[config.mk]
export PLATFORM = sky130hd
export DESIGN_NAME = swm_write_capture
export DESIGN_NICKNAME = d
export VERILOG_FILES = /design/src/hw/swm_pkg.sv /design/src/hw/swm_buf2.sv /design/src/hw/swm_write_capture.sv
export VERILOG_INCLUDE_DIRS = /design/src /design/src/hw
export SDC_FILE = /design/constraint.sdc
export NUM_CORES = 1
export LEC_CHECK = 0
export ABC_AREA = 1
export ABC_CLOCK_PERIOD_IN_PS = 22900
export BUFFER_PORTS_ARGS = -buffer_cell sky130_fd_sc_hd__buf_2
export CORE_ASPECT_RATIO = 0.9
export CORE_MARGIN = 8
export CORE_UTILIZATION = 56
export CTS_CLUSTER_SIZE = 16
export DETAILED_ROUTE_END_ITERATION = 10
export GPL_ROUTABILITY_DRIVEN = 0
export GPL_TIMING_DRIVEN = 0
export MAX_ROUTING_LAYER = met4
export PLACE_DENSITY = 0.87
export SYNTH_ARGS = -nofsm -noshare
export SYNTH_HDL_FRONTEND = slang
export SYNTH_SLANG_ARGS = --single-unit
export TNS_END_PERCENT = 50
[constraint.sdc]
create_clock -name mclk_i -period 22.9 [get_ports mclk_i]
set_input_delay 1.145 -clock mclk_i [delete_from_list [all_inputs] [get_ports mclk_i]]
set_output_delay 1.145 -clock mclk_i [all_outputs]
set_load 0.02 [all_outputs]
[src/hw/swm_cfg.svh]
/*
  Constants for the write-data capture path: organisation defaults, lane
  geometry and reset values. Included by the design files by bare name.
*/
`ifndef SWM_CFG_SVH
`define SWM_CFG_SVH

// ---------------------------------------------------------------------
// Organisation defaults
// ---------------------------------------------------------------------
`define SWM_DATA_W      36
`define SWM_ADDR_W      18

// ---------------------------------------------------------------------
// Lane geometry
// ---------------------------------------------------------------------
`define SWM_BYTE_LANE_W 9
`define SWM_NIB_LANE_W  4
`define SWM_BYTE_LANES  4
`define SWM_NIB_LANES   2
`define SWM_NIB_ORG_W   8

// ---------------------------------------------------------------------
// Reset values
// ---------------------------------------------------------------------
`define SWM_PIN_IDLE    1'b1
`define SWM_TAIL_FREE   1'b1

`endif

[src/hw/swm_pkg.sv]
/*
  Types shared by the write-data capture path.
  Assumes swm_cfg.svh is on the include path.
*/
package swm_pkg;

  // -------------------------------------------------------------------
  // Burst capture states
  // -------------------------------------------------------------------
  typedef enum logic
  {
    SWM_IDLE,
    SWM_WAIT_SECOND
  } swm_state_t;

endpackage

[src/hw/swm_buf2.sv]
/*
  Two-entry buffer with valid/ready on both sides; head and flags are
  flip-flops so the outputs need no logic after them.
  Assumes one clock, asynchronous active-low reset and a clock enable.
*/
`timescale 1ns/1ps
`include "swm_cfg.svh"

module swm_buf2
  import swm_pkg::*;
#(
  parameter int W = 8
)
(
  // Clock and reset
  input  wire logic         mclk_i,
  input  wire logic         rstn_i,
  input  wire logic         ce_i,
  // Fill side
  input  wire logic         in_valid_i,
  output logic              in_ready_o,
  input  wire logic [W-1:0] in_data_i,
  // Drain side
  output logic              out_valid_o,
  input  wire logic         out_ready_i,
  output logic [W-1:0]      out_data_o
);

  logic         head_v_r;
  logic         tail_free_r;
  logic [W-1:0] head_r;
  logic [W-1:0] tail_r;
  wire          push_w = in_valid_i & tail_free_r;
  wire          pop_w  = head_v_r & out_ready_i;

  assign in_ready_o  = tail_free_r;
  assign out_valid_o = head_v_r;
  assign out_data_o  = head_r;

  always_ff @(posedge mclk_i or negedge rstn_i)
  begin
    if (!rstn_i)
    begin
      head_v_r    <= 1'b0;
      tail_free_r <= `SWM_TAIL_FREE;
    end
    else if (ce_i)
    begin
      if (pop_w)
      begin
        head_v_r    <= !tail_free_r | push_w;
        tail_free_r <= 1'b1;
      end
      else if (push_w && head_v_r)
        tail_free_r <= 1'b0;
      else if (push_w)
        head_v_r <= 1'b1;
    end
  end

  // Data needs no reset; valid flags guard it
  always_ff @(posedge mclk_i)
  begin
    if (ce_i)
    begin
      if (pop_w)
        head_r <= tail_free_r ? in_data_i : tail_r;
      else if (push_w && !head_v_r)
        head_r <= in_data_i;
      if (push_w && head_v_r && !pop_w)
        tail_r <= in_data_i;
    end
  end

endmodule

[src/hw/swm_write_capture.sv]
/*
  Write-data capture for a burst-of-two SRAM write port: samples the data
  bus and active-low lane enables on both primary clock halves and hands a
  masked wide-word write to the array through a two-entry buffer.
  Assumes the primary clock pair runs well below a quarter of mclk_i, so
  that every pin, once synchronised, is stable around each sampled edge.
*/
`timescale 1ns/1ps
`include "swm_cfg.svh"

module swm_write_capture
  import swm_pkg::*;
#(
  parameter int DW = `SWM_DATA_W,
  parameter int AW = `SWM_ADDR_W
)
(
  // Clock, reset, enable
  input  wire logic                          mclk_i,
  input  wire logic                          rstn_i,
  input  wire logic                          ce_i,
  // Write port pins
  input  wire logic                          kclk_i,
  input  wire logic                          kclk_n_i,
  input  wire logic                          write_sel_n_i,
  input  wire logic [AW-1:0]                 shared_addr_bus_i,
  input  wire logic [DW-1:0]                 wdata_i,
  input  wire logic [`SWM_BYTE_LANES-1:0]    lane_write_enable_n_i,
  input  wire logic [`SWM_NIB_LANES-1:0]     nibble_lane_enable_n_i,
  // Wide-word write strobe toward the array
  output logic                               wr_valid_o,
  input  wire logic                          wr_ready_i,
  output logic [AW-1:0]                      wr_addr_o,
  output logic [2*DW-1:0]                    wr_data_o,
  output logic [2*DW-1:0]                    wr_mask_o,
  // Buffer status
  output logic                               fill_ready_o,
  output logic                               drop_o
);

  localparam int LW = (DW == `SWM_NIB_ORG_W) ? `SWM_NIB_LANE_W : `SWM_BYTE_LANE_W;
  localparam int BW = AW + 4*DW;

  // -------------------------------------------------------------------
  // Helpers
  // -------------------------------------------------------------------
  // Active-low lane enables to an active-high per-bit write mask
  function automatic logic [DW-1:0] lane_mask
  (
    input logic [`SWM_BYTE_LANES-1:0] len_n,
    input logic [`SWM_NIB_LANES-1:0]  nib_n
  );
    logic [DW-1:0] m;
    m = '0;
    for (int i = 0; i < DW; i++)
    begin
      // Modulo keeps the unused branch's index in range at every width
      if (DW == `SWM_NIB_ORG_W)
        m[i] = ~nib_n[(i / `SWM_NIB_LANE_W) % `SWM_NIB_LANES];
      else
        m[i] = ~len_n[(i / `SWM_BYTE_LANE_W) % `SWM_BYTE_LANES];
    end
    return m;
  endfunction

  // True when every lane of the mask is all on or all off
  function automatic logic lanes_uniform(input logic [DW-1:0] m);
    logic ok;
    ok = 1'b1;
    for (int i = 0; i < DW; i++)
      if (m[i] != m[(i / LW) * LW])
        ok = 1'b0;
    return ok;
  endfunction

  // -------------------------------------------------------------------
  // Pin synchronisers
  // -------------------------------------------------------------------
  // Buses pass the same two stages as the clocks, so samples stay aligned
  logic                       k_s1, k_s2, k_d;
  logic                       kn_s1, kn_s2, kn_d;
  logic                       wsel_s1, wsel_s2;
  logic [AW-1:0]              addr_s1, addr_s2;
  logic [DW-1:0]              d_s1, d_s2;
  logic [`SWM_BYTE_LANES-1:0] len_s1, len_s2;
  logic [`SWM_NIB_LANES-1:0]  nib_s1, nib_s2;

  always_ff @(posedge mclk_i or negedge rstn_i)
  begin
    if (!rstn_i)
    begin
      {k_s1, k_s2, k_d}    <= '0;
      {kn_s1, kn_s2, kn_d} <= '0;
      wsel_s1              <= `SWM_PIN_IDLE;
      wsel_s2              <= `SWM_PIN_IDLE;
    end
    else if (ce_i)
    begin
      {k_s1, k_s2, k_d}    <= {kclk_i, k_s1, k_s2};
      {kn_s1, kn_s2, kn_d} <= {kclk_n_i, kn_s1, kn_s2};
      wsel_s1              <= write_sel_n_i;
      wsel_s2              <= wsel_s1;
    end
  end

  always_ff @(posedge mclk_i)
  begin
    if (ce_i)
    begin
      {addr_s1, addr_s2} <= {shared_addr_bus_i, addr_s1};
      {d_s1, d_s2}       <= {wdata_i, d_s1};
      {len_s1, len_s2}   <= {lane_write_enable_n_i, len_s1};
      {nib_s1, nib_s2}   <= {nibble_lane_enable_n_i, nib_s1};
    end
  end

  // -------------------------------------------------------------------
  // Edge decode and masking
  // -------------------------------------------------------------------
  wire            k_rise_w  = k_s2 & ~k_d;
  wire            kn_rise_w = kn_s2 & ~kn_d;
  wire [DW-1:0]   mask_w    = lane_mask(len_s2, nib_s2);
  // Zeroing disabled lanes keeps stray pin data out of the array
  wire [DW-1:0]   dmask_w   = d_s2 & mask_w;

  // -------------------------------------------------------------------
  // Burst capture
  // -------------------------------------------------------------------
  swm_state_t     state_r, state_nxt;
  logic [DW-1:0]  word0_r, mask0_r;
  logic           burst_v_r, drop_r;
  logic [BW-1:0]  burst_r;
  logic           buf_ready_w;

  wire start_w  = (state_r == SWM_IDLE) && k_rise_w && !wsel_s2;
  wire finish_w = (state_r == SWM_WAIT_SECOND) && kn_rise_w;
  wire any_w    = |{mask0_r, mask_w};

  always_comb
  begin
    state_nxt = state_r;
    unique case (state_r)
      SWM_IDLE:        if (start_w)  state_nxt = SWM_WAIT_SECOND;
      SWM_WAIT_SECOND: if (finish_w) state_nxt = SWM_IDLE;
    endcase
  end

  always_ff @(posedge mclk_i or negedge rstn_i)
  begin
    if (!rstn_i)
    begin
      state_r   <= SWM_IDLE;
      burst_v_r <= 1'b0;
      drop_r    <= 1'b0;
    end
    else if (ce_i)
    begin
      state_r   <= state_nxt;
      burst_v_r <= finish_w && any_w;
      drop_r    <= burst_v_r && !buf_ready_w;
    end
  end

  always_ff @(posedge mclk_i)
  begin
    if (ce_i)
    begin
      if (start_w)
      begin
        word0_r <= dmask_w;
        mask0_r <= mask_w;
      end
      if (finish_w)
        burst_r <= {addr_s2, mask_w, mask0_r, dmask_w, word0_r};
    end
  end

  assign drop_o = drop_r;

  // -------------------------------------------------------------------
  // Output buffer
  // -------------------------------------------------------------------
  logic [BW-1:0] head_w;

  swm_buf2 #(
    .W (BW)
  ) u_buf (
    .mclk_i      (mclk_i),
    .rstn_i      (rstn_i),
    .ce_i        (ce_i),
    .in_valid_i  (burst_v_r),
    .in_ready_o  (buf_ready_w),
    .in_data_i   (burst_r),
    .out_valid_o (wr_valid_o),
    .out_ready_i (wr_ready_i),
    .out_data_o  (head_w)
  );

  assign fill_ready_o = buf_ready_w;
  assign {wr_addr_o, wr_mask_o, wr_data_o} = head_w;
endmodule

==> results.py, run 1 <==
metrics = {
    "status": {
        "status": "finished clean",
    },
    "final_layout": {
        "diodes": 0,
        "layoutNonFillerInstCount": 1694,
        "fin_nets": 1360,
        "design_area_um2": 19600,
        "syn_to_final_growth_pct": 20.2,
        "drive_gt1_share_pct": 30.9,
    },
    "setup_path": {
        "start_kind": "primary input",
        "required_ns": 23.13,
        "reg2reg_depth": 6,
        "path_class": "in2reg",
        "critPathMaxFanout": 88,
        "reg2reg_slack_ns": 20.76,
        "cp.arrival_ns": 3.50,
        "r2r-start": "kn_s2",
        "setup.worst_path.end_class": "flip-flop",
        "r2r_end": "burst_r[35]",
    },
    "yosys": {
        "yosys.cell_types.count": 18,
        "synth_top_area_share_pct": 82.8,
        "syn_inst": 1000,
        "synth_largest_area_cell": "edfxtp_1",
        "ys_warn_count": 0,
        "synth_area_leaders": "edfxtp_1 83%, nand2_1 5.4%, buf_4 3.4%, nand3_1 3.1%, dfrtp_1 1.5%",
        "netlist_area_um2": 16300,
        "ys_seq_area_share_pct": 84.8,
        "syn_nets": 1067,
        "ys_ff_latch": 463,
        "syn_area_per_cell_um2": 16.3,
    },
    "clock_network": {
        "htreeDepth": 2,
        "cts_num_sinks": 463,
        "hold_buffers": 0,
        "cts-resized-gates": 0,
        "post_cts_buffers": 0,
        "path_clk_slew_ns": 0.06,
        "worstSkewPairLatency_ns": 0.53,
        "cts_tree": "done",
        "cts_made_buffers": 45,
        "cts_buffer_depth": 3,
        "clockRootBuffer": "clkbuf_16",
    },
    "pwr": {
        "p_int_w": 0.00149,
        "netSwitchingPower_w": 0.000495,
        "power_density_nw_per_um2": 101,
        "p_leak_nw": 7.77,
        "peakVddDrop_uv": 99.7,
        "p_clk_share_pct": 34.7,
        "swShare_pct": 25.0,
        "finalPower_w": 0.00198,
        "comb_power_share_pct": 13.1,
        "seqPwrFrac_pct": 52.2,
    },
    "floorplanning": {
        "die_x_um": 196,
        "die_y_um": 178,
        "pin_count": 232,
        "fp-row-count": 59,
        "core_um2": 28800,
        "start_util_pct": 56.7,
        "die-area_um2": 34900,
    },
    "routing": {
        "antenna_left": 0,
        "drt-total-wl_um": 31400,
        "vias": 8519,
        "wl_per_cell_um": 18.5,
        "drt_iter0_drc": 535,
        "drtPass1Iterations": 5,
        "vias_per_cell": 5.03,
        "drc": 0,
    },
    "global_routing": {
        "overflow": 0,
        "grt_pass1_wl_um": 47100,
        "groute.usage.overall_pct": 18.1,
        "grt_max_degree": 89,
        "grt_pass1_vias": 8642,
        "grt_antenna_before_repair": 0,
    },
    "sta": {
        "grt_setup_unrepaired": "false",
        "max_freq_ghz": 0.306,
        "worst_clock_skew_ns": 0.0155,
        "worst_slew_pin_slew_ns": 0.734,
        "hold_viol": 0,
        "timing.final.crit_share_pct": 14.3,
        "finalWorstSetupSlack_ns": 19.63,
        "period_needed_ns": 3.27,
        "setup_violations": 0,
        "tns_ns": 0,
        "maxSlewViolCount": 0,
        "relSlewSlack_pct": 50.8,
    },
    "min_path": {
        "hp-start": "d_s1[13]",
        "whs_endpoint": "d_s2[13]",
        "min_delay_path_depth": 0,
        "hp-class": "reg2reg",
    },
    "placement": {
        "hpwlAfterDp_um": 21900,
        "io_buffers": 229,
        "dpl_cell_area_um2": 18300,
        "place_inst": 1612,
        "dp_worst_setup_slack_ns": 19.08,
    },
    "flow_run": {
        "drv_cap": 0,
    },
}
==> worst max-delay path, cell delays in order <==
cell and delay [ns]:
buf_6 0.30, buf_16 0.37, nand2_1 0.18, nor3_2 0.59, buf_6 0.28, buf_6 0.16, buf_6 0.16, buf_6 0.19
==> cell usage after synthesis, drive strengths merged <==
library cell	n
nand4	1
dfstp	3
o21ai	4
dfrtp	10
a21oi	2
clkinv	1
inv	50
nor2	42
nand3	100
nand2	235
clkbuf	6
nor3	1
buf	95
edfxtp	450
==> area by class of cell <==
cell class                 count  area (µm²)
sequential                   463       13800
fill                        1899        9160
multi-input combinational    385        1610
timing repair buffer         246        1440
clock buffer                  58        1200
buffer                       101         712
tap                          366         458
inverter                      51         191
clock inverter                24         186
==> power by group through the flow <==
stage / sequential [W] / combinational (W) / clock, W
final: 0.00103 / 0.000260 / 0.000687
after global routing: 0.00104 / 0.000279 / 0.000731
after CTS: 0.00103 / 0.000263 / 0.000701
after detailed placement: 0.00105 / 0.000263 / 0
after global placement: 0.00106 / 0.000240 / 0
after floorplan: 0.00109 / 0.000119 / 0
==> per-layer routing <==
layer  wire [µm]  track usage, %  part of all wire, %  vias to the layer above
met4         901            6.53                  2.9                        0
li1            -               -                    -                     4060
met2       16000            31.1                   51                      329
met5           0               -                    0                        -
met3        2210            4.32                  7.0                       66
met1       12300            20.8                   39                     4064
==> stage by stage <==
step | util (%) | hold slack, ns
after floorplan | - | 0.400
after global placement | 62.3 | 0.400
after detailed placement | 63.4 | 0.405
after CTS | 68.2 | 0.415
after global routing | 68.2 | 0.419
final | 68.2 | 0.413
==> cells in the final DEF (no fill, tap or decap), drive strengths merged <==
cell	n
edfxtp	450
buf	341
nand2	235
nand3	100
clkbuf	64
inv	51
nor2	42
clkinv	21
dfrtp	10
o21ai	4
dfstp	3
a21oi	2
bufinv	2
nand4	1
nor3	1
clkinvlp	1
==> logic make-up (layout without fill, tap and decap cells) <==
family	after synthesis	count (layout)	share of synthesized area [%]
AND/OR/NAND/NOR	379	379	9.52
flip-flops	463	463	84.8
AO/OA/AOI/OAI	6	6	0.184
buffers and inverters	152	480	5.53
==> worst max path at each step <==
stage          start     endpoint  slack [ns]  depth (start not counted)
4_1_cts         ce_i  burst_r[64]       19.63                          8
2_1_floorplan   ce_i   burst_r[0]       14.34                          2
6_report        ce_i  burst_r[35]       19.63                          8
3_5_place_dp    ce_i  burst_r[70]       19.08                          8
5_1_grt         ce_i  burst_r[30]       19.51                          8
3_3_place_gp    ce_i    burst_v_r        8.67                          5
==> sequential cells by signal, indices dropped and copies added, names as in the netlist, 4 cells and up <==
register,cells
addr_s1,18
d_s2,36
burst_r,98
addr_s2,18
d_s1,36
len_s2,4
u_buf.out_data_o,98
u_buf.tail_r,98
mask0_r,4
word0_r,36
len_s1,4
No activity file was read; power rests on OpenSTA's default activity.
==> run 2: changes to the inputs <==
--- a/config.mk
+++ b/config.mk
@@ -7,7 +7,7 @@
 export NUM_CORES = 1
 export LEC_CHECK = 0
 export ABC_AREA = 1
-export ABC_CLOCK_PERIOD_IN_PS = 22900
+export ABC_CLOCK_PERIOD_IN_PS = 3050
 export BUFFER_PORTS_ARGS = -buffer_cell sky130_fd_sc_hd__buf_2
 export CORE_ASPECT_RATIO = 0.9
 export CORE_MARGIN = 8
==> constraint.sdc (replaced) <==
create_clock -name mclk_i -period 3.05 [get_ports mclk_i]
set_input_delay 0.1525 -clock mclk_i [delete_from_list [all_inputs] [get_ports mclk_i]]
set_output_delay 0.1525 -clock mclk_i [all_outputs]
set_load 0.02 [all_outputs]
==> results.py, run 2 (synthesized netlist as in run 1, its figures left out) <==
metrics = {
    "placement": {
        "dp_worst_setup_slack_ns": 0.135,
        "hpwlAfterDp_um": 21500,
        "io_buffers": 229,
    },
    "pwr": {
        "peakVddDrop_uv": 565,
        "power_density_nw_per_um2": 741,
        "finalPower_w": 0.0151,
        "p_leak_nw": 8.05,
    },
    "routing": {
        "drt_iter0_drc": 755,
        "drt-total-wl_um": 32300,
        "drc": 0,
        "antenna_left": 0,
        "wl_per_cell_um": 18.5,
        "vias": 8825,
        "drtPass1Iterations": 6,
        "vias_per_cell": 5.05,
    },
    "final_layout": {
        "multi_input_area_um2": 1620,
        "drive_gt1_share_pct": 29.5,
        "syn_to_final_growth_pct": 24.4,
        "layout_common_cells": "450 x edfxtp_1, 245 x buf_2, 234 x nand2_1",
        "seq_area_um2": 13800,
        "diodes": 0,
        "fill_cells": 1785,
        "fin_nets": 1418,
        "final_common_cell": "edfxtp_1",
    },
    "setup_path": {
        "r2r_end": "u_buf.out_data_o[66]",
        "path_class": "in2reg",
        "cp-startpoint": "ce_i",
        "reg2reg_slack_ns": 0.90,
        "r2r-start": "u_buf.out_valid_o",
        "setup.worst_path.end_class": "flip-flop",
        "critPathMaxFanout": 64,
        "cp.arrival_ns": 2.59,
        "reg2reg_depth": 5,
        "start_kind": "primary input",
        "required_ns": 3.26,
        "critPathCapture": "burst_r[145]",
    },
    "sta": {
        "worst_slew_pin_slew_ns": 0.854,
        "hold_viol": 0,
        "maxSlewViolCount": 0,
        "finalWorstSetupSlack_ns": 0.676,
        "max_freq_ghz": 0.421,
        "setup_violations": 0,
        "worst_clock_skew_ns": 0.0199,
        "relSlewSlack_pct": 43.0,
        "hold_slack_ns": 0.124,
        "timing.final.crit_share_pct": 77.8,
        "grt_setup_unrepaired": "false",
        "period_needed_ns": 2.37,
    },
    "clock_network": {
        "cts-resized-gates": 0,
        "hold_buffers": 62,
        "path_clk_slew_ns": 0.06,
        "cts_made_buffers": 45,
        "htreeDepth": 2,
        "cts_num_sinks": 463,
        "cts_tree": "done",
        "cts_buffer_depth": 3,
        "worstSkewPairLatency_ns": 0.53,
        "post_cts_buffers": 0,
        "clockRootBuffer": "clkbuf_16",
    },
    "flow_run": {
        "drv_cap": 0,
    },
    "floorplanning": {
        "die-area_um2": 34900,
        "fp-row-count": 59,
        "core_um2": 28800,
        "pin_count": 232,
        "die_y_um": 178,
        "die_x_um": 196,
        "start_util_pct": 56.7,
    },
    "global_routing": {
        "groute.usage.overall_pct": 19.0,
        "grt_max_degree": 65,
        "grt_antenna_before_repair": 0,
        "overflow": 0,
        "grt_pass1_wl_um": 49300,
        "grt_pass1_vias": 9081,
    },
    "status": {
        "status": "finished clean",
    },
    "min_path": {
        "hp-class": "in2async",
    },
}
[run 2: cell types whose count changed in the layout (fill, tap and decap cells not counted), sizes merged, moves of 4 or more]
cell / delta
buf: -4
clkbuf: -4
clkinv: -4
dlygate4sd3: +62
[run 2: worst min-delay path by stage]
stage / start / to / depth (start not counted)
finish: rstn_i / kn_s2 / 2
global route: rstn_i / kn_s2 / 2
CTS: rstn_i / kn_s1 / 2
detailed placement: rstn_i / k_d / 1
global placement: rstn_i / k_s1 / 1
floorplan: rstn_i / burst_v_r / 0
[run 2: area by class of cell]
class	instances	share of cell area [%]
buffer	101	3.51
clock buffer	54	5.92
clock inverter	23	1.00
inverter	51	0.943
multi-input combinational	385	7.97
sequential	463	68.2
tap	366	2.26
timing repair buffer	304	10.2
[run 2: report_power, final]
part           internal, W  switching [W]  total, W
logic             0.000689        0.00134   0.00202
registers          0.00757       0.000199   0.00777
clock network      0.00306        0.00219   0.00526
total               0.0113        0.00373    0.0151
[run 2: per-layer routing]
layer  part of all wire [%]  global-route usage [%]  vias up
met1                     38                    21.7     4233
li1                       -                       -     4165
met2                     51                    32.9      358
met4                    2.8                    6.88        0
met3                    7.6                    4.17       69
met5                      0                       -        -
[run 2: through the flow]
step                instances  utilization (%)  cell area (µm²)  TNS (ns)
finish                   1747             70.5            20300         0
global route             1747             70.5            20300         0
CTS                      1747             70.5            20300         0
detailed placement       1608             63.5            18300         0
global placement         1595             62.4            18000   -864.90
floorplan                1000                -            16400    -16.83
[run 2: critical path, stage by stage]
cell and delay (ns):
buf_4 0.64, buf_16 0.34, nand2_1 0.22, nor3_4 0.66
buf_8 0.25, buf_8 0.21
